$ cat src/core/eiv_pkg.sv
// Behaviour
// - vector base is flash start, or boot start when vector select is set
// - interrupts blocked from unlock until after next instruction, else four cycles
// - blocking never alters the core global interrupt enable
// - unlock clears four cycles after set, or at the select write
// - boot lock bits block interrupts while running from the other section
// - pin activity triggers interrupts even when the pin is an output
// - enabled toggles on inputs 23:16, 14:8, 7:0 raise groups 2, 1, 0
// - per-pin mask registers choose which pins feed each group
// - pin changes also detected without the clock, for wake-up
// - low-level mode requests for as long as the line is low
// - edge detection runs on the clock and cannot wake from deep sleep
// - low level detected without the clock, for wake-up
// - a level gone before start-up ends wakes but gives no interrupt
// - sense code 00 low, 01 any change, 10 falling, 11 rising
// - line 1 needs global flag and mask; sense at bits 3:2
// - line 0 needs global flag and mask; sense at bits 1:0
// - line sampled before edge detection; pulses over one clock caught
// - mask bit 1 enables line 1, served at its own vector
// - line event sets flag; entry or write-one clears; zero in level mode
// - group change sets group flag; entry or write-one clears
// - each group has an enable gating it with the global flag
package eiv_pkg;
  localparam int ADDR_W = 8;
  localparam int DATA_W = 8;
  localparam int PC_W   = 24;
  localparam int VEC_W  = 3;
  localparam logic [7:0] OFF_PC_FLAG   = 8'h3B;
  localparam logic [7:0] OFF_LINE_FLAG = 8'h3C;
  localparam logic [7:0] OFF_LINE_MASK = 8'h3D;
  localparam logic [7:0] OFF_CORE_CTRL = 8'h55;
  localparam logic [7:0] OFF_PC_ENABLE = 8'h68;
  localparam logic [7:0] OFF_SENSE     = 8'h6A;
  localparam logic [7:0] OFF_PC_MASK0  = 8'h6B;
  localparam logic [7:0] OFF_PC_MASK1  = 8'h6C;
  localparam logic [7:0] OFF_PC_MASK2  = 8'h6D;
  localparam logic [7:0] RST_REG       = 8'h00;
  localparam int BIT_UNLOCK = 0;
  localparam int BIT_SELECT = 1;
  localparam int SENSE0_LSB = 0;
  localparam int SENSE1_LSB = 2;
  localparam logic [7:0] PC_MASK1_VALID = 8'h7F;
  localparam logic [2:0] UNLOCK_CYCLES  = 3'h4;
  typedef enum logic [1:0] {
    SENSE_LOW     = 2'b00,
    SENSE_CHANGE  = 2'b01,
    SENSE_FALLING = 2'b10,
    SENSE_RISING  = 2'b11
  } eiv_sense_type;
  localparam logic [2:0] VEC_LINE0  = 3'h0;
  localparam logic [2:0] VEC_LINE1  = 3'h1;
  localparam logic [2:0] VEC_GROUP0 = 3'h2;
  localparam logic [2:0] VEC_GROUP1 = 3'h3;
  localparam logic [2:0] VEC_GROUP2 = 3'h4;
  typedef struct packed {
    logic [ADDR_W-1:0] addr;
    logic [DATA_W-1:0] wdata;
    logic              wrEn;
    logic              rdEn;
  } eiv_bus_type;
endpackage

$ cat src/core/eiv_ext_irq.sv
`timescale 1ns/10ps
module eiv_ext_irq #(
  parameter int FLASH_AW = 16
) (
  // clock and reset
  input  wire logic                 sys_clk,
  input  wire logic                 reset_n,
  // register port, data-space addressing
  input  wire eiv_pkg::eiv_bus_type regReq,
  output logic [eiv_pkg::DATA_W-1:0] rdData_q,
  // pins
  input  wire logic [1:0]           extLinePin,
  input  wire logic [eiv_pkg::PC_W-1:0] pinChangeIn,
  // core side
  input  wire logic                 globalIntEnable,
  input  wire logic                 instrDone,
  input  wire logic                 intAck,
  input  wire logic [eiv_pkg::VEC_W-1:0] intAckVector,
  input  wire logic                 execInBoot,
  input  wire logic                 bootLockAppBit,
  input  wire logic                 bootLockBootBit,
  input  wire logic [FLASH_AW-1:0]  bootStartAddr,
  output logic                      irqValid_q,
  output logic [eiv_pkg::VEC_W-1:0] irqVector_q,
  output logic                      vectorTableSelect_q,
  output logic [FLASH_AW-1:0]       vectorBase_q,
  // clockless wake request for the sleep controller
  output logic                      wakeRequest
);
  import eiv_pkg::*;

  // ------------------------------------------------------------
  // synchronisers
  // ------------------------------------------------------------
  logic [PC_W+1:0] syncA_q;
  logic [PC_W+1:0] syncB_q;
  logic [PC_W+1:0] prev_q;

  always_ff @(posedge sys_clk or negedge reset_n) begin
    if (!reset_n) begin
      syncA_q <= '0;
      syncB_q <= '0;
      prev_q  <= '0;
    end else begin
      syncA_q <= {extLinePin, pinChangeIn};
      syncB_q <= syncA_q;
      prev_q  <= syncB_q;
    end
  end

  function automatic logic senseHit(input logic [1:0] mode,
                                    input logic cur,
                                    input logic old);
    case (mode)
      SENSE_CHANGE:  senseHit = cur ^ old;
      SENSE_FALLING: senseHit = old & ~cur;
      SENSE_RISING:  senseHit = cur & ~old;
      default:       senseHit = 1'b0;
    endcase
  endfunction

  function automatic logic hitAddr(input logic [7:0] a,
                                   input logic [7:0] off);
    hitAddr = (a == off);
  endfunction

  // ------------------------------------------------------------
  // registers, flags and request
  // ------------------------------------------------------------
  logic [7:0] lineMask_q, lineMask_d;
  logic [7:0] sense_q, sense_d;
  logic [7:0] pcEnable_q, pcEnable_d;
  logic [7:0] pcMask0_q, pcMask0_d;
  logic [7:0] pcMask1_q, pcMask1_d;
  logic [7:0] pcMask2_q, pcMask2_d;
  logic [1:0] lineFlag_q, lineFlag_d;
  logic [2:0] pcFlag_q, pcFlag_d;
  logic [2:0] unlockCnt_q, unlockCnt_d;
  logic       postBlock_q, postBlock_d;
  logic       vector_table_select_d;
  logic [7:0] rdData_d;
  logic       irqValid_d;
  logic [2:0] irqVector_d;
  logic [FLASH_AW-1:0] vectorBase_d;
  logic [1:0] lineLow;
  logic [1:0] lineEvt;
  logic [2:0] pcEvt;
  logic [4:0] pend;
  logic       wr;
  logic       ctrlWr;
  logic       unlockSet;
  logic       selectWr;
  logic       blocked;
  logic [PC_W-1:0] pcMaskAll;

  assign wr        = regReq.wrEn;
  assign ctrlWr    = wr && hitAddr(regReq.addr, OFF_CORE_CTRL);
  assign unlockSet = ctrlWr && regReq.wdata[BIT_UNLOCK];
  // select taken only inside the open window with unlock zero
  assign selectWr  = ctrlWr && !regReq.wdata[BIT_UNLOCK] &&
                     (unlockCnt_q != 3'h0);
  assign pcMaskAll = {pcMask2_q, pcMask1_q & PC_MASK1_VALID, pcMask0_q};

  // gates only the request; the core's enable is untouched
  assign blocked = unlockSet || (unlockCnt_q != 3'h0) || postBlock_q ||
                   (vectorTableSelect_q && bootLockAppBit && !execInBoot) ||
                   (!vectorTableSelect_q && bootLockBootBit && execInBoot);

  // raw pins against last reference: no clock needed to see it
  assign wakeRequest = |((pinChangeIn ^ prev_q[PC_W-1:0]) & pcMaskAll)
    || (lineMask_q[0] && sense_q[1:0] == SENSE_LOW && !extLinePin[0])
    || (lineMask_q[1] && sense_q[3:2] == SENSE_LOW && !extLinePin[1]);

  always_comb begin
    lineLow[0] = !syncB_q[PC_W];
    lineLow[1] = !syncB_q[PC_W+1];
    lineEvt[0] = senseHit(sense_q[SENSE0_LSB +: 2], syncB_q[PC_W],
                          prev_q[PC_W]);
    lineEvt[1] = senseHit(sense_q[SENSE1_LSB +: 2], syncB_q[PC_W+1],
                          prev_q[PC_W+1]);
    pcEvt[0] = |((syncB_q[7:0] ^ prev_q[7:0]) & pcMaskAll[7:0]);
    pcEvt[1] = |((syncB_q[15:8] ^ prev_q[15:8]) & pcMaskAll[15:8]);
    pcEvt[2] = |((syncB_q[23:16] ^ prev_q[23:16]) &
                 pcMaskAll[23:16]);

    lineMask_d = lineMask_q;
    sense_d    = sense_q;
    pcEnable_d = pcEnable_q;
    pcMask0_d  = pcMask0_q;
    pcMask1_d  = pcMask1_q;
    pcMask2_d  = pcMask2_q;
    lineFlag_d = lineFlag_q;
    pcFlag_d   = pcFlag_q;
    vector_table_select_d    = vectorTableSelect_q;
    if (wr) begin
      if (hitAddr(regReq.addr, OFF_LINE_MASK)) begin
        lineMask_d = {6'h00, regReq.wdata[1:0]};
      end else if (hitAddr(regReq.addr, OFF_SENSE)) begin
        sense_d = {4'h0, regReq.wdata[3:0]};
      end else if (hitAddr(regReq.addr, OFF_PC_ENABLE)) begin
        pcEnable_d = {5'h00, regReq.wdata[2:0]};
      end else if (hitAddr(regReq.addr, OFF_PC_MASK0)) begin
        pcMask0_d = regReq.wdata;
      end else if (hitAddr(regReq.addr, OFF_PC_MASK1)) begin
        pcMask1_d = regReq.wdata & PC_MASK1_VALID;
      end else if (hitAddr(regReq.addr, OFF_PC_MASK2)) begin
        pcMask2_d = regReq.wdata;
      end else if (hitAddr(regReq.addr, OFF_LINE_FLAG)) begin
        lineFlag_d = lineFlag_q & ~regReq.wdata[1:0];
      end else if (hitAddr(regReq.addr, OFF_PC_FLAG)) begin
        pcFlag_d = pcFlag_q & ~regReq.wdata[2:0];
      end
    end
    if (intAck) begin
      if (intAckVector == VEC_LINE0) lineFlag_d[0] = 1'b0;
      if (intAckVector == VEC_LINE1) lineFlag_d[1] = 1'b0;
      if (intAckVector == VEC_GROUP0) pcFlag_d[0] = 1'b0;
      if (intAckVector == VEC_GROUP1) pcFlag_d[1] = 1'b0;
      if (intAckVector == VEC_GROUP2) pcFlag_d[2] = 1'b0;
    end
    // set wins over any clear in the same cycle
    lineFlag_d = lineFlag_d | lineEvt;
    pcFlag_d   = pcFlag_d | pcEvt;
    if (sense_q[1:0] == SENSE_LOW) lineFlag_d[0] = 1'b0;
    if (sense_q[3:2] == SENSE_LOW) lineFlag_d[1] = 1'b0;

    // unlock window and post-write hold
    unlockCnt_d = unlockCnt_q;
    postBlock_d = postBlock_q;
    if (unlockSet) begin
      unlockCnt_d = UNLOCK_CYCLES;
    end else if (selectWr) begin
      vector_table_select_d     = regReq.wdata[BIT_SELECT];
      unlockCnt_d = 3'h0;
      postBlock_d = 1'b1;
    end else if (unlockCnt_q != 3'h0) begin
      unlockCnt_d = unlockCnt_q - 3'h1;
    end
    if (postBlock_q && instrDone && !selectWr) postBlock_d = 1'b0;

    vectorBase_d = vector_table_select_d ? bootStartAddr : '0;

    // pending requests, highest priority first
    pend[0] = lineMask_q[0] &&
              (sense_q[1:0] == SENSE_LOW ? lineLow[0] : lineFlag_q[0]);
    pend[1] = lineMask_q[1] &&
              (sense_q[3:2] == SENSE_LOW ? lineLow[1] : lineFlag_q[1]);
    pend[2] = pcEnable_q[0] && pcFlag_q[0];
    pend[3] = pcEnable_q[1] && pcFlag_q[1];
    pend[4] = pcEnable_q[2] && pcFlag_q[2];
    irqValid_d  = globalIntEnable && !blocked && (|pend);
    irqVector_d = VEC_GROUP2;
    if (pend[0]) irqVector_d = VEC_LINE0;
    else if (pend[1]) irqVector_d = VEC_LINE1;
    else if (pend[2]) irqVector_d = VEC_GROUP0;
    else if (pend[3]) irqVector_d = VEC_GROUP1;

    rdData_d = RST_REG;
    if (regReq.rdEn) begin
      if (hitAddr(regReq.addr, OFF_LINE_MASK)) rdData_d = lineMask_q;
      else if (hitAddr(regReq.addr, OFF_SENSE)) rdData_d = sense_q;
      else if (hitAddr(regReq.addr, OFF_PC_ENABLE)) rdData_d = pcEnable_q;
      else if (hitAddr(regReq.addr, OFF_PC_MASK0)) rdData_d = pcMask0_q;
      else if (hitAddr(regReq.addr, OFF_PC_MASK1)) rdData_d = pcMask1_q;
      else if (hitAddr(regReq.addr, OFF_PC_MASK2)) rdData_d = pcMask2_q;
      else if (hitAddr(regReq.addr, OFF_LINE_FLAG))
        rdData_d = {6'h00, lineFlag_q};
      else if (hitAddr(regReq.addr, OFF_PC_FLAG))
        rdData_d = {5'h00, pcFlag_q};
      else if (hitAddr(regReq.addr, OFF_CORE_CTRL))
        rdData_d = {6'h00, vectorTableSelect_q, unlockCnt_q != 3'h0};
    end
  end

  always_ff @(posedge sys_clk or negedge reset_n) begin
    if (!reset_n) begin
      lineMask_q          <= RST_REG;
      sense_q             <= RST_REG;
      pcEnable_q          <= RST_REG;
      pcMask0_q           <= RST_REG;
      pcMask1_q           <= RST_REG;
      pcMask2_q           <= RST_REG;
      lineFlag_q          <= '0;
      pcFlag_q            <= '0;
      unlockCnt_q         <= '0;
      postBlock_q         <= 1'b0;
      vectorTableSelect_q <= 1'b0;
      vectorBase_q        <= '0;
      irqValid_q          <= 1'b0;
      irqVector_q         <= '0;
      rdData_q            <= RST_REG;
    end else begin
      lineMask_q          <= lineMask_d;
      sense_q             <= sense_d;
      pcEnable_q          <= pcEnable_d;
      pcMask0_q           <= pcMask0_d;
      pcMask1_q           <= pcMask1_d;
      pcMask2_q           <= pcMask2_d;
      lineFlag_q          <= lineFlag_d;
      pcFlag_q            <= pcFlag_d;
      unlockCnt_q         <= unlockCnt_d;
      postBlock_q         <= postBlock_d;
      vectorTableSelect_q <= vector_table_select_d;
      vectorBase_q        <= vectorBase_d;
      irqValid_q          <= irqValid_d;
      irqVector_q         <= irqVector_d;
      rdData_q            <= rdData_d;
    end
  end
endmodule

$ cat config.mk
export PLATFORM = sky130hd
export DESIGN_NAME = eiv_ext_irq
export DESIGN_NICKNAME = d
export VERILOG_FILES = /design/src/core/eiv_pkg.sv /design/src/core/eiv_ext_irq.sv
export SDC_FILE = /design/constraint.sdc
export NUM_CORES = 1
export LEC_CHECK = 0
export ABC_CLOCK_PERIOD_IN_PS = 2500
export BUFFER_PORTS_ARGS = -buffer_cell sky130_fd_sc_hd__buf_2
export CAP_MARGIN = 20
export CORE_ASPECT_RATIO = 1.25
export CORE_UTILIZATION = 58
export CTS_BUF_LIST = sky130_fd_sc_hd__clkbuf_4 sky130_fd_sc_hd__clkbuf_8
export DETAILED_ROUTE_END_ITERATION = 8
export GPL_TIMING_DRIVEN = 0
export PLACE_DENSITY_LB_ADDON = 0.05
export SYNTH_ARGS = -nofsm -noshare
export SYNTH_HDL_FRONTEND = slang
export SYNTH_SLANG_ARGS = --single-unit
$ cat constraint.sdc
create_clock -name sys_clk -period 2.5 [get_ports sys_clk]
set_input_delay 0.125 -clock sys_clk [delete_from_list [all_inputs] [get_ports sys_clk]]
set_output_delay 0.125 -clock sys_clk [all_outputs]
set_load 0.01 [all_outputs]
==> results of run 1 <==
## layout by cell type (no fill, tap or decap), types with 4 or more instances in the layout
| cell | instances |
|---|---|
| sky130_fd_sc_hd__a21oi_1 | 11 |
| sky130_fd_sc_hd__a221oi_1 | 4 |
| sky130_fd_sc_hd__a22o_1 | 4 |
| sky130_fd_sc_hd__a22oi_1 | 21 |
| sky130_fd_sc_hd__a32o_1 | 4 |
| sky130_fd_sc_hd__buf_2 | 98 |
| sky130_fd_sc_hd__clkbuf_8 | 18 |
| sky130_fd_sc_hd__dfrtp_1 | 145 |
| sky130_fd_sc_hd__dlygate4sd3_1 | 50 |
| sky130_fd_sc_hd__ha_1 | 6 |
| sky130_fd_sc_hd__inv_1 | 13 |
| sky130_fd_sc_hd__mux2_2 | 36 |
| sky130_fd_sc_hd__nand2_1 | 21 |
| sky130_fd_sc_hd__nand2b_1 | 6 |
| sky130_fd_sc_hd__nand3_1 | 10 |
| sky130_fd_sc_hd__nand3b_1 | 4 |
| sky130_fd_sc_hd__nand4_1 | 5 |
| sky130_fd_sc_hd__nor2_1 | 13 |
| sky130_fd_sc_hd__nor2b_1 | 19 |
| sky130_fd_sc_hd__nor3_1 | 7 |
| sky130_fd_sc_hd__o21ai_0 | 14 |
| sky130_fd_sc_hd__xor2_1 | 46 |
## final timing paths
path                                  from          endpoint  slack (ns)  cells after the start
min in group asynchronous          reset_n    irqVector_q[2]        0.19                      2
setup reg to reg            unlockCnt_q[0]  vectorBase_q[12]        0.20                      8
hold reg to reg                syncA_q[13]       syncB_q[13]        0.35                      0
setup / recovery            unlockCnt_q[0]  vectorBase_q[12]        0.20                      8
max in group asynchronous          reset_n        prev_q[14]        1.50                      3
hold / removal             intAckVector[1]       pcFlag_q[1]        0.05                      3
## power by group
part           switching, W  internal (W)
logic              0.000293      0.000275
registers          0.000118       0.00249
clock network      0.000885      0.000924
## registers in the layout, summed over array words and instances, names as in the netlist
signal	count
pcFlag_q	3
irqVector_q	3
syncB_q	25
pcMask1_q	7
rdData_q	8
syncA_q	25
irqValid_q	1
sense_q	4
vectorTableSelect_q	1
prev_q	25
unlockCnt_q	3
lineFlag_q	2
vectorBase_q	16
postBlock_q	1
pcEnable_q	3
lineMask_q	2
pcMask2_q	8
pcMask0_q	8
## cell type report
type	count	area, um^2	area share (%)
sequential	145	3628	49.12
multi-input combinational	275	2110	28.56
timing repair buffer	145	1005	13.60
clock buffer	19	255.2	3.455
tap	126	157.7	2.134
clock inverter	12	135.1	1.829
inverter	13	48.80	0.6606
buffer	10	47.55	0.6436
## routing by layer
metal	vias to the layer above	share of wire, %
met5	-	0
met4	0	2.4
met3	22	4.0
met2	100	51
met1	2016	42
li1	1906	-
## per-stage QoR
| step | util, % | cell area, um^2 | hold slack [ns] | setup WS, ns |
|---|---|---|---|---|
| floorplan | - | 5834 | -0.1706 | 0.6822 |
| global placement | 66.56 | 6462 | 0.2525 | -0.5848 |
| detailed placement | 66.91 | 6496 | 0.1059 | 0.2752 |
| CTS | 76.08 | 7387 | 0.02643 | 0.2522 |
| global route | 76.08 | 7387 | 0.04693 | 0.03812 |
| finish | 76.08 | 7387 | 0.05359 | 0.1955 |
## critical path: stages (launching register included)
cell and delay [ns]:
sky130_fd_sc_hd__dfrtp_1 0.40, sky130_fd_sc_hd__inv_1 0.09, sky130_fd_sc_hd__ha_1 0.17, sky130_fd_sc_hd__nor2b_1 0.31
sky130_fd_sc_hd__nor2_1 0.07, sky130_fd_sc_hd__nand2_1 0.11, sky130_fd_sc_hd__mux2i_1 0.62, sky130_fd_sc_hd__buf_2 0.34
sky130_fd_sc_hd__nor2b_1 0.08
## cell families after synthesis
family                   share of synthesized area (%)
flip-flops                                       62.19
multiplexers                                     7.463
buffers and inverters                            1.651
adder cells (fa/ha/maj)                          1.287
XOR/XNOR                                         6.905
AO/OA/AOI/OAI                                    9.372
AND/OR/NAND/NOR                                  11.13
## repair_timing
item                                   CTS  global route
buffers inserted                         0             0
hold buffers                            50             0
endpoints found under the hold margin  117             0
==> results.txt, run 1 <==
----------------------------------------------------
[Clock network]
  Clock latency at the later pin of the worst-skew pair ... 0.44 ns
  Clock root buffer ... sky130_fd_sc_hd__clkbuf_8
  Total number of clock tree sinks ... around 150
  TritonCTS clock tree ... yes
  Clock buffers created by TritonCTS ... 17
  Post-cts sizing count ... 0
  Depth of the CTS H-tree ... 4
  CTS clock-pin slew for the worst setup and hold paths ... around 0.080 ns
  Max Buffers Root-to-Sink ... 2

[Routing]
  Initial DRC count ... between 200 and 250
  Drt pass-1 iters ... 4
  Via count ... between 4,000 and 5,000
  Overall routed net length ... roughly 13,000 um
  Detailed-route DRC error count ... 0
  Count of antenna-violating nets left after detailed routing ... 0
  Routed wire per std cell ... approximately 17 um
  Per-cell via count in the routed design ... between 5 and 6

[Floorplan]
  Die outline area ... between 10,000 and 15,000 um^2
  Top-level port count ... just over 100
  Initial core utilization ... between 60% and 70%
  Std-Cell Rows ... 40
  Die Width ... 91.71 um
  Total core area ... 9709 um^2
  Y dimension of the die ... between 100 and 150 um

[Pwr]
  Final Power ... 0.004981 W
  VDD IR-drop max ... 507.0 uV
  Leakage power total ... 3.505 nW
  PwrDens ... about 670 nW/um^2

[Global routing]
  Pin count of the biggest net entering global routing ... 93
  Met1 Use GR ... between 30 and 40%
  Global-route wire length before repair ... around 21,000 um
  Initial antenna violation count ... 0
  Final global-route overflow total ... 0
  Layer with the highest usage ... met2
  Met3 Track Usage GR ... about 7%
  Global-route usage over all layers ... around 27%
  Via count of the first global-routing pass ... roughly 4,300
  Global Route met2 Usage ... ~45%

[STA]
  Final slew viol count ... 0
  Period utilization ... 92.18%
  Peak Freq ... roughly 430 MHz
  Pin slew with the least headroom to its limit ... slightly above 0.7 ns
  Hold violation count in the final report ... 0
  Setup repair after global routing missed its margin ... no
  Setup_tns ... 0 ns
  Final setup violating endpoints ... 0
  Worst relative slew slack ... roughly half
  Min Clock Period, post-route ... between 2 and 2.5 ns
  Post-route clock skew ... between 0.009 and 0.01 ns

[Yosys]
  Most area-hungry cell type in the Yosys netlist ... sky130_fd_sc_hd__dfrtp_1
  Count of cell types in the netlist ... between 50 and 60
  Post-Synthesis Cell Area ... 5834 um^2
  Most numerous cell in the Yosys netlist ... sky130_fd_sc_hd__dfrtp_1
  Proportion of netlist area held by the largest area contributor ... 62.19%
  Synthesized flop and latch total ... roughly 150
  Sequential share of the synthesized area ... approximately 62%
  Synth Flop Type ... sky130_fd_sc_hd__dfrtp_1
  Avg Cell Area, Syn ... ~13 um^2
  Number of flops mapped to enable cells by yosys ... 0
  Nets in the synthesized netlist ... 520
  Number of standard cells after synthesis ... 443
  Top cells by area in the synthesized netlist ... sky130_fd_sc_hd__dfrtp_1 (62%), sky130_fd_sc_hd__mux2_2 (6.9%), sky130_fd_sc_hd__xor2_1 (6.9%)
  Asr flop ratio synth ... 100.0%
  Number of warnings printed during yosys synthesis ... 0
  Leading cell types by count after synthesis ... sky130_fd_sc_hd__dfrtp_1 (145), sky130_fd_sc_hd__xor2_1 (46), sky130_fd_sc_hd__mux2_2 (36), sky130_fd_sc_hd__a22oi_1 (21), sky130_fd_sc_hd__nand2_1 (21)

[Placed design]
  Final estimated routing congestion in global placement ... between 0.8 and 0.9
  Number of buffer cells added on primary ports ... 94
  Post-DP HPWL ... 8842 um
  Total instance count after detailed placement ... approximately 660

[Worst setup path]
  Arr. time, crit path ... approximately 2.6 ns
  Crit path required time ... between 2 and 3 ns
  Endpoint kind of the worst setup timing path ... flop
  Maximum fanout encountered on the critical timing path ... 10
  Startpoint-to-endpoint class of the critical path ... reg -> reg
  Worst Setup Start Kind ... flop

[Outcome]
  Status ... completed

[Finish]
  Number of standard cells in the final layout excluding fillers ... around 750
  Layout overhead on the synthesized area ... 26.61%
  Number of inserted diodes ... 0
  Fill count ... between 600 and 700
  Proportion of layout cells with a drive suffix above 1 ... around 29%
  Final layout net count ... around 700

[Hold path]
  Path class of the lowest-slack min-delay path ... in -> reg

[Job]
  Max Cap Violations ... 0

----------------------------------------------------
Note: power is estimated with default switching activity, not from simulation.
==> run 2: changes to the inputs <==
--- a/config.mk
+++ b/config.mk
@@ -13,7 +13,7 @@
 export CTS_BUF_LIST = sky130_fd_sc_hd__clkbuf_4 sky130_fd_sc_hd__clkbuf_8
 export DETAILED_ROUTE_END_ITERATION = 8
 export GPL_TIMING_DRIVEN = 0
-export PLACE_DENSITY_LB_ADDON = 0.05
+export PLACE_DENSITY = 0.82
 export SYNTH_ARGS = -nofsm -noshare
 export SYNTH_HDL_FRONTEND = slang
 export SYNTH_SLANG_ARGS = --single-unit
==> run 2 against run 1 <==
Net effect: combinational power rose by 1%; critical endpoint is now vectorBase_q[13]; global-route usage rose by 0.42 points; die area did not move; design area rose by 0.73%; clock skew rose by 0.0045 ns; sequential power barely moved; register-to-register slack improved by 0.03 ns; critical path depth did not move.
==> results.txt, run 2 (synthesized netlist as in run 1, its figures left out) <==
----------------------------------------------------
[Worst setup path]
  Buffers plus inverters on the worst setup path ... 2
  Worst Setup Start Kind ... flop
  Number of cells on the critical path ... 8
  Startpoint-to-endpoint class of the critical path ... reg -> reg
  Cell at the slowest stage of the critical path ... sky130_fd_sc_hd__mux2i_1
  Worst-case reg-to-reg path depth ... 8
  Launching element of the worst setup path ... unlockCnt_q[0]
  Endpoint of the worst register-to-register path ... vectorBase_q[13]
  Largest delay share family, worst path ... multiplexers
  Capture point of the critical path ... vectorBase_q[13]
  Worst reg2reg path startpoint ... unlockCnt_q[0]
  Endpoint kind of the worst setup timing path ... flop
  Ordered list of cells on the worst path ... inv_1 -> ha_1 -> nor2b_1 -> nor2_1 -> nand2_1 -> mux2i_1 -> buf_2 -> nor2b_1
  Largest incremental delay on the critical path ... roughly 0.6 ns
  Maximum fanout encountered on the critical timing path ... 10
  Reg-to-reg slack, setup ... about 0.23 ns
  Crit path required time ... about 2.8 ns
  Arr. time, crit path ... roughly 2.6 ns
  CP dominant cell by count ... sky130_fd_sc_hd__nor2b_1

[STA]
  Min Clock Period, post-route ... ~2.3 ns
  Final slew viol count ... 0
  Setup repair after global routing missed its margin ... no
  Pin slew with the least headroom to its limit ... around 0.77 ns
  Final setup violating endpoints ... 0
  Worst relative slew slack ... 48.04%
  Post-route clock skew ... 0.01376 ns
  Hold violation count in the final report ... 0
  Peak Freq ... about 440 MHz
  Final worst slack ... between 0.2 and 0.25 ns
  Setup_tns ... 0 ns
  Period utilization ... between 90 and 100%

[Finish]
  Final layout net count ... between 600 and 700
  Proportion of layout cells with a drive suffix above 1 ... between 20% and 30%
  Number of inserted diodes ... 0
  Leading cell type in the layout, fill and taps excluded ... sky130_fd_sc_hd__dfrtp_1
  Highest-count cells in the layout ignoring fill and taps ... sky130_fd_sc_hd__dfrtp_1 (145), sky130_fd_sc_hd__buf_2 (98), sky130_fd_sc_hd__dlygate4sd3_1 (50)
  Register area ... around 3600 um^2
  Biggest registers after layout ... prev_q (25), syncA_q (25), syncB_q (25)
  Total area of multi-input combinational cells ... between 2000 and 2500 um^2
  Layout overhead on the synthesized area ... 27.54%
  Fill count ... approximately 630

[Floorplan]
  Total core area ... approximately 10000 um^2
  Initial core utilization ... about three fifths
  Y dimension of the die ... 114.1 um
  Die outline area ... approximately 10,000 um^2
  Top-level port count ... ~100
  Std-Cell Rows ... 40
  Die Width ... just over 90 um

[Global routing]
  Met3 Track Usage GR ... about 5.7%
  Global-route usage over all layers ... 27.48%
  Global Route met2 Usage ... between 40% and 50%
  Layer with the highest usage ... met2
  Global-route wire length before repair ... roughly 21,000 um
  Initial antenna violation count ... 0
  Via count of the first global-routing pass ... ~4,300
  Pin count of the biggest net entering global routing ... slightly above 100
  Met1 Use GR ... around 33%
  Final global-route overflow total ... 0

[Clock network]
  TritonCTS clock tree ... yes
  Max Buffers Root-to-Sink ... 2
  Depth of the CTS H-tree ... 4
  CTS clock-pin slew for the worst setup and hold paths ... 0.08 ns
  Clock latency at the later pin of the worst-skew pair ... 0.46 ns
  Clock root buffer ... sky130_fd_sc_hd__clkbuf_8
  Post-cts sizing count ... 0
  Total number of clock tree sinks ... ~150
  Clock buffers created by TritonCTS ... 17

[Pwr]
  PwrDens ... 700.7 nW/um^2
  Leakage power total ... about 3.5 nW
  VDD IR-drop max ... just over 600 uV

[Placed design]
  Post-DP HPWL ... around 8900 um
  Final estimated routing congestion in global placement ... 0.9339
  Number of buffer cells added on primary ports ... 94
  Setup Slack @ Placement ... about 0.27 ns

[Routing]
  Initial DRC count ... 210
  Overall routed net length ... between 10,000 and 15,000 um
  Count of antenna-violating nets left after detailed routing ... 0
  Via count ... between 4,000 and 5,000
  Per-cell via count in the routed design ... approximately 5.5
  Routed wire per std cell ... approximately 18 um
  Detailed-route DRC error count ... 0
  Drt pass-1 iters ... 4

[Hold path]
  Path class of the lowest-slack min-delay path ... in -> reg

[Outcome]
  Status ... completed

[Job]
  Max Cap Violations ... 0

----------------------------------------------------
## run 2: cell types whose count changed in the layout (fill, tap and decap cells not counted)
cell,previous run,this run
sky130_fd_sc_hd__inv_6,1,4
sky130_fd_sc_hd__bufinv_16,2,4
sky130_fd_sc_hd__clkinv_2,3,0
sky130_fd_sc_hd__clkbuf_8,18,17
sky130_fd_sc_hd__clkinvlp_4,3,4
sky130_fd_sc_hd__inv_8,1,0
## run 2: through the flow
stage               total power (W)  cells  utilization, %  cell area, um^2  hold WS (ns)
floorplan                  0.002907    443               -             5834       -0.1706
global route               0.005420    746           76.64             7441       0.05832
CTS                        0.005241    746           76.64             7441       0.03802
global placement           0.003115    663           66.56             6462        0.2532
detailed placement         0.003155    664           66.91             6496       0.06506
finish                     0.005214    746           76.64             7441       0.05622
## run 2: power by group
| group | internal [W] | switching [W] | leakage, nW |
|---|---|---|---|
| combinational | 0.000276 | 0.000298 | 1.49 |
| clock | 0.00111 | 0.000923 | 0.210 |
| sequential | 0.00249 | 0.000119 | 1.82 |
## run 2: worst min path at each step
| stage | startpoint | end | slack, ns | cells after the start |
|---|---|---|---|---|
| CTS | intAckVector[1] | pcFlag_q[1] | 0.04 | 3 |
| detailed placement | reset_n | irqVector_q[2] | 0.07 | 1 |
| global route | globalIntEnable | irqValid_q | 0.06 | 4 |
| finish | intAckVector[1] | pcFlag_q[1] | 0.06 | 3 |
| global placement | extLinePin[1] | syncA_q[25] | 0.25 | 1 |
| floorplan | reset_n | irqValid_q | -0.17 | 0 |
## run 2: metal layers
metal  share of wire, %  up-vias
met3                4.8       29
met5                  0        -
met4                2.3        0
met2                 53      132
li1                   -     1899
met1                 40     2040
## run 2: repair_timing
action / 4_1_cts / 5_1_grt
endpoints found under the hold margin: 107 / 0
buffers inserted: 0 / 0
hold buffers: 50 / 0
## run 2: area by class of cell
class,count,area share (%)
Sequential cell,145,48.76
Inverter,13,0.6558
Tap cell,126,2.119
Timing Repair Buffer,145,13.50
Multi-Input combinational cell,275,28.35
Buffer,10,0.6390
Clock buffer,18,3.245
Clock inverter,14,2.724
## run 2: worst register-to-register path, stage by stage (launching register included)
cell	delay [ns]
sky130_fd_sc_hd__dfrtp_1	0.39
sky130_fd_sc_hd__inv_1	0.09
sky130_fd_sc_hd__ha_1	0.17
sky130_fd_sc_hd__nor2b_1	0.29
sky130_fd_sc_hd__nor2_1	0.07
sky130_fd_sc_hd__nand2_1	0.12
sky130_fd_sc_hd__mux2i_1	0.60
sky130_fd_sc_hd__buf_2	0.34
sky130_fd_sc_hd__nor2b_1	0.08
==> run 3: changes to the inputs <==
--- a/config.mk
+++ b/config.mk
@@ -5,6 +5,7 @@
 export SDC_FILE = /design/constraint.sdc
 export NUM_CORES = 1
 export LEC_CHECK = 0
+export ABC_AREA = 1
 export ABC_CLOCK_PERIOD_IN_PS = 2500
 export BUFFER_PORTS_ARGS = -buffer_cell sky130_fd_sc_hd__buf_2
 export CAP_MARGIN = 20
@@ -12,6 +13,7 @@
 export CORE_UTILIZATION = 58
 export CTS_BUF_LIST = sky130_fd_sc_hd__clkbuf_4 sky130_fd_sc_hd__clkbuf_8
 export DETAILED_ROUTE_END_ITERATION = 8
+export GPL_ROUTABILITY_DRIVEN = 0
 export GPL_TIMING_DRIVEN = 0
 export PLACE_DENSITY = 0.82
 export SYNTH_ARGS = -nofsm -noshare
==> run 3 against run 2 <==
Net effect: sequential power hardly changed; global-route usage grew 1.9 points; maximum frequency rose by 10%; final cell count rose by 26%; first-iteration DRC count up 120%; synthesized cell count is 41% higher; combinational power increased by 15%; clock power down 5%; setup slack better by 0.21 ns; clock skew fell by 0.0054 ns; sequential cell count unchanged; power decreased by 0.46%; largest cell class unchanged.
==> results.txt, run 3 <==
----------------------------------------------------
[Outcome]
  Status ... completed

[STA]
  Min Clock Period, post-route ... around 2 ns
  Worst relative slew slack ... 59.12%
  Worst hold slack ... about 0.037 ns
  Final setup violating endpoints ... 0
  Post-route clock skew ... between 0.008 and 0.009 ns
  Final slew viol count ... 0
  Setup repair after global routing missed its margin ... no
  Peak Freq ... approximately 490 MHz
  Period utilization ... between 80% and 90%
  Pin slew with the least headroom to its limit ... roughly 0.61 ns
  Hold violation count in the final report ... 0

[Worst setup path]
  Arr. time, crit path ... around 1.9 ns
  Crit path required time ... roughly 2.4 ns
  Maximum fanout encountered on the critical timing path ... 4
  Endpoint kind of the worst setup timing path ... primary output
  Worst Setup Start Kind ... flop
  Startpoint-to-endpoint class of the critical path ... reg -> out

[Clock network]
  Clock root buffer ... sky130_fd_sc_hd__clkbuf_8
  CTS clock-pin slew for the worst setup and hold paths ... roughly 0.080 ns
  Clock latency at the later pin of the worst-skew pair ... 0.46 ns
  Max Buffers Root-to-Sink ... 2
  Post-CTS Setup Inserts ... 0
  Total number of clock tree sinks ... 145
  TritonCTS clock tree ... yes
  Post-cts sizing count ... 0
  Depth of the CTS H-tree ... 4
  Clock buffers created by TritonCTS ... 17
  Hold buffer count at CTS ... 54

[Routing]
  Count of antenna-violating nets left after detailed routing ... 0
  Via count ... between 5,000 and 6,000
  Drt pass-1 iters ... 5
  Per-cell via count in the routed design ... approximately 5.4
  Routed wire per std cell ... about 16 um
  Initial DRC count ... between 400 and 500
  Detailed-route DRC error count ... 0
  Overall routed net length ... around 15,000 um

[Hold path]
  Path class of the lowest-slack min-delay path ... in -> reg

[Global routing]
  Pin count of the biggest net entering global routing ... 79
  Global-route wire length before repair ... ~23,000 um
  Final global-route overflow total ... 0
  Global-route usage over all layers ... between 20 and 30%
  Initial antenna violation count ... 0
  Via count of the first global-routing pass ... roughly 5,000

[Yosys]
  Top cells by area in the synthesized netlist ... sky130_fd_sc_hd__dfrtp_1 (60%), sky130_fd_sc_hd__nand2_1 (7.7%), sky130_fd_sc_hd__inv_1 (4.8%)
  Most numerous cell in the Yosys netlist ... sky130_fd_sc_hd__dfrtp_1
  Multiplexer share of the synthesized area ... 0%
  Count of cell types in the netlist ... 40
  Proportion of netlist area held by the largest area contributor ... slightly above 60%
  Number of standard cells after synthesis ... about 630
  Number of flops mapped to enable cells by yosys ... 0
  Arithmetic-cell share of the synthesized area counting full adders, half adders and majority gates ... about 1.2%
  Nets in the synthesized netlist ... ~700
  Synthesized flop and latch total ... between 100 and 150
  Most area-hungry cell type in the Yosys netlist ... sky130_fd_sc_hd__dfrtp_1
  Area fraction in and, or, nand and nor cells after synthesis ... about a fifth
  Compound-cell area share of the yosys netlist ... around a tenth
  Sequential share of the synthesized area ... approximately three fifths
  Number of warnings printed during yosys synthesis ... 0
  Avg Cell Area, Syn ... a little under 10 um^2
  Leading cell types by count after synthesis ... sky130_fd_sc_hd__dfrtp_1 (145), sky130_fd_sc_hd__nand2_1 (123), sky130_fd_sc_hd__inv_1 (77), sky130_fd_sc_hd__nor2_1 (54), sky130_fd_sc_hd__o21ai_0 (51)
  Synth Flop Type ... sky130_fd_sc_hd__dfrtp_1
  Asr flop ratio synth ... 100.0%
  Post-Synthesis Cell Area ... 6013 um^2
  Post-synthesis share of cell area spent on xor and xnor gates ... under 10%
  Main combinational cell family by area after synthesis ... simple AND/OR/NAND/NOR gates

[Placed design]
  Post-DP HPWL ... between 9000 and 10,000 um
  Number of buffer cells added on primary ports ... between 90 and 100
  Instance area at placement ... 6699 um^2
  Total instance count after detailed placement ... 854

[Finish]
  Layout overhead on the synthesized area ... 27.38%
  Highest-count cells in the layout ignoring fill and taps ... sky130_fd_sc_hd__dfrtp_1 (145), sky130_fd_sc_hd__nand2_1 (123), sky130_fd_sc_hd__buf_2 (99)
  Leading cell type in the layout, fill and taps excluded ... sky130_fd_sc_hd__dfrtp_1
  Final layout net count ... 875
  Total area of multi-input combinational cells ... 2029 um^2
  Number of inserted diodes ... 0
  Layout Cell Area excl Fill ... 7660 um^2
  Register area ... roughly 3600 um^2
  Fill count ... approximately 680
  Number of standard cells in the final layout excluding fillers ... 940
  Proportion of layout cells with a drive suffix above 1 ... a little under a quarter
  Biggest registers after layout ... prev_q (25), syncA_q (25), syncB_q (25)

[Floorplan]
  Die outline area ... ~11,000 um^2
  Std-Cell Rows ... 41
  Total core area ... a little over 10,000 um^2
  Top-level port count ... between 100 and 150
  Die Width ... 93.07 um
  Initial core utilization ... between 50% and 60%
  Y dimension of the die ... roughly 120 um

[Pwr]
  PwrDens ... around 680 nW/um^2
  Leakage power total ... between 3 and 4 nW
  Final Power ... 0.005190 W
  VDD IR-drop max ... 571.0 uV

[Job]
  Max Cap Violations ... 0

----------------------------------------------------
## run 3: cell count changes after synthesis, sizes merged, moves of 13 or more
| cell | before | now |
|---|---|---|
| xor2 | 46 | 3 |
| mux2 | 36 | 0 |
| inv | 13 | 83 |
| a22oi | 21 | 0 |
| or2 | 2 | 15 |
| nand3 | 10 | 37 |
| nor2b | 19 | 0 |
| nand2 | 21 | 128 |
| a21oi | 11 | 25 |
| nor2 | 13 | 68 |
| o21ai | 14 | 67 |
## run 3: cells by family after synthesis
kind of cell,count (synthesis)
xor gates and xnor gates,9
adders and majority gates,6
DFF,145
and+or+nand+nor,263
buffers and inverters,88
AOI/OAI and AO/OA,115
## run 3: layout make-up
class / count / share of cell area [%]
clock inverter: 13 / 2.074
multi-input combinational: 393 / 26.49
inverter: 83 / 4.067
sequential: 145 / 47.37
buffer: 5 / 0.5717
clock buffer: 19 / 3.414
timing repair buffer: 153 / 13.90
tap: 129 / 2.107
## run 3: critical path, stage by stage (launching register included)
cell	delay (ns)
sky130_fd_sc_hd__dfrtp_1	0.41
sky130_fd_sc_hd__or2_2	0.30
sky130_fd_sc_hd__nand3_1	0.08
sky130_fd_sc_hd__nand2_1	0.06
sky130_fd_sc_hd__nor3_1	0.22
sky130_fd_sc_hd__nand2_1	0.08
sky130_fd_sc_hd__nor2_1	0.11
sky130_fd_sc_hd__nand2_1	0.08
sky130_fd_sc_hd__buf_2	0.15
## run 3: power breakdown
group	leakage, nW	internal [W]	total, W	switching, W
sequential	1.78	0.00250	0.00261	0.000105
clock	0.208	0.00104	0.00192	0.000886
combinational	1.77	0.000280	0.000662	0.000382
total	3.75	0.00382	0.00519	0.00137
## run 3: per-stage QoR
step | util (%) | setup slack [ns] | TNS (ns)
after global placement | 65.95 | -0.5078 | -72.58
after CTS | 75.80 | 0.4384 | 0
final | 75.80 | 0.4384 | 0
after floorplan | - | 0.8641 | 0
after detailed placement | 66.29 | 0.6736 | 0
after global routing | 75.80 | 0.2926 | 0
## run 3: worst paths after layout
path | startpoint | to | slack, ns | cells after the start
setup / recovery | prev_q[4] | wakeRequest | 0.44 | 8
hold / removal | regReq[4] | pcFlag_q[2] | 0.04 | 4
setup reg to reg | unlockCnt_q[0] | vectorBase_q[12] | 0.60 | 10
hold reg to reg | syncA_q[24] | syncB_q[24] | 0.35 | 0
max in group asynchronous | reset_n | prev_q[12] | 1.53 | 3
min in group asynchronous | reset_n | unlockCnt_q[0] | 0.21 | 2
## run 3: layer usage
metal  track usage, %  part of all wire, %
met1            34.59                   40
met2            49.46                   50
met3            6.627                  5.4
met4            17.74                  5.0
met5                0                    0
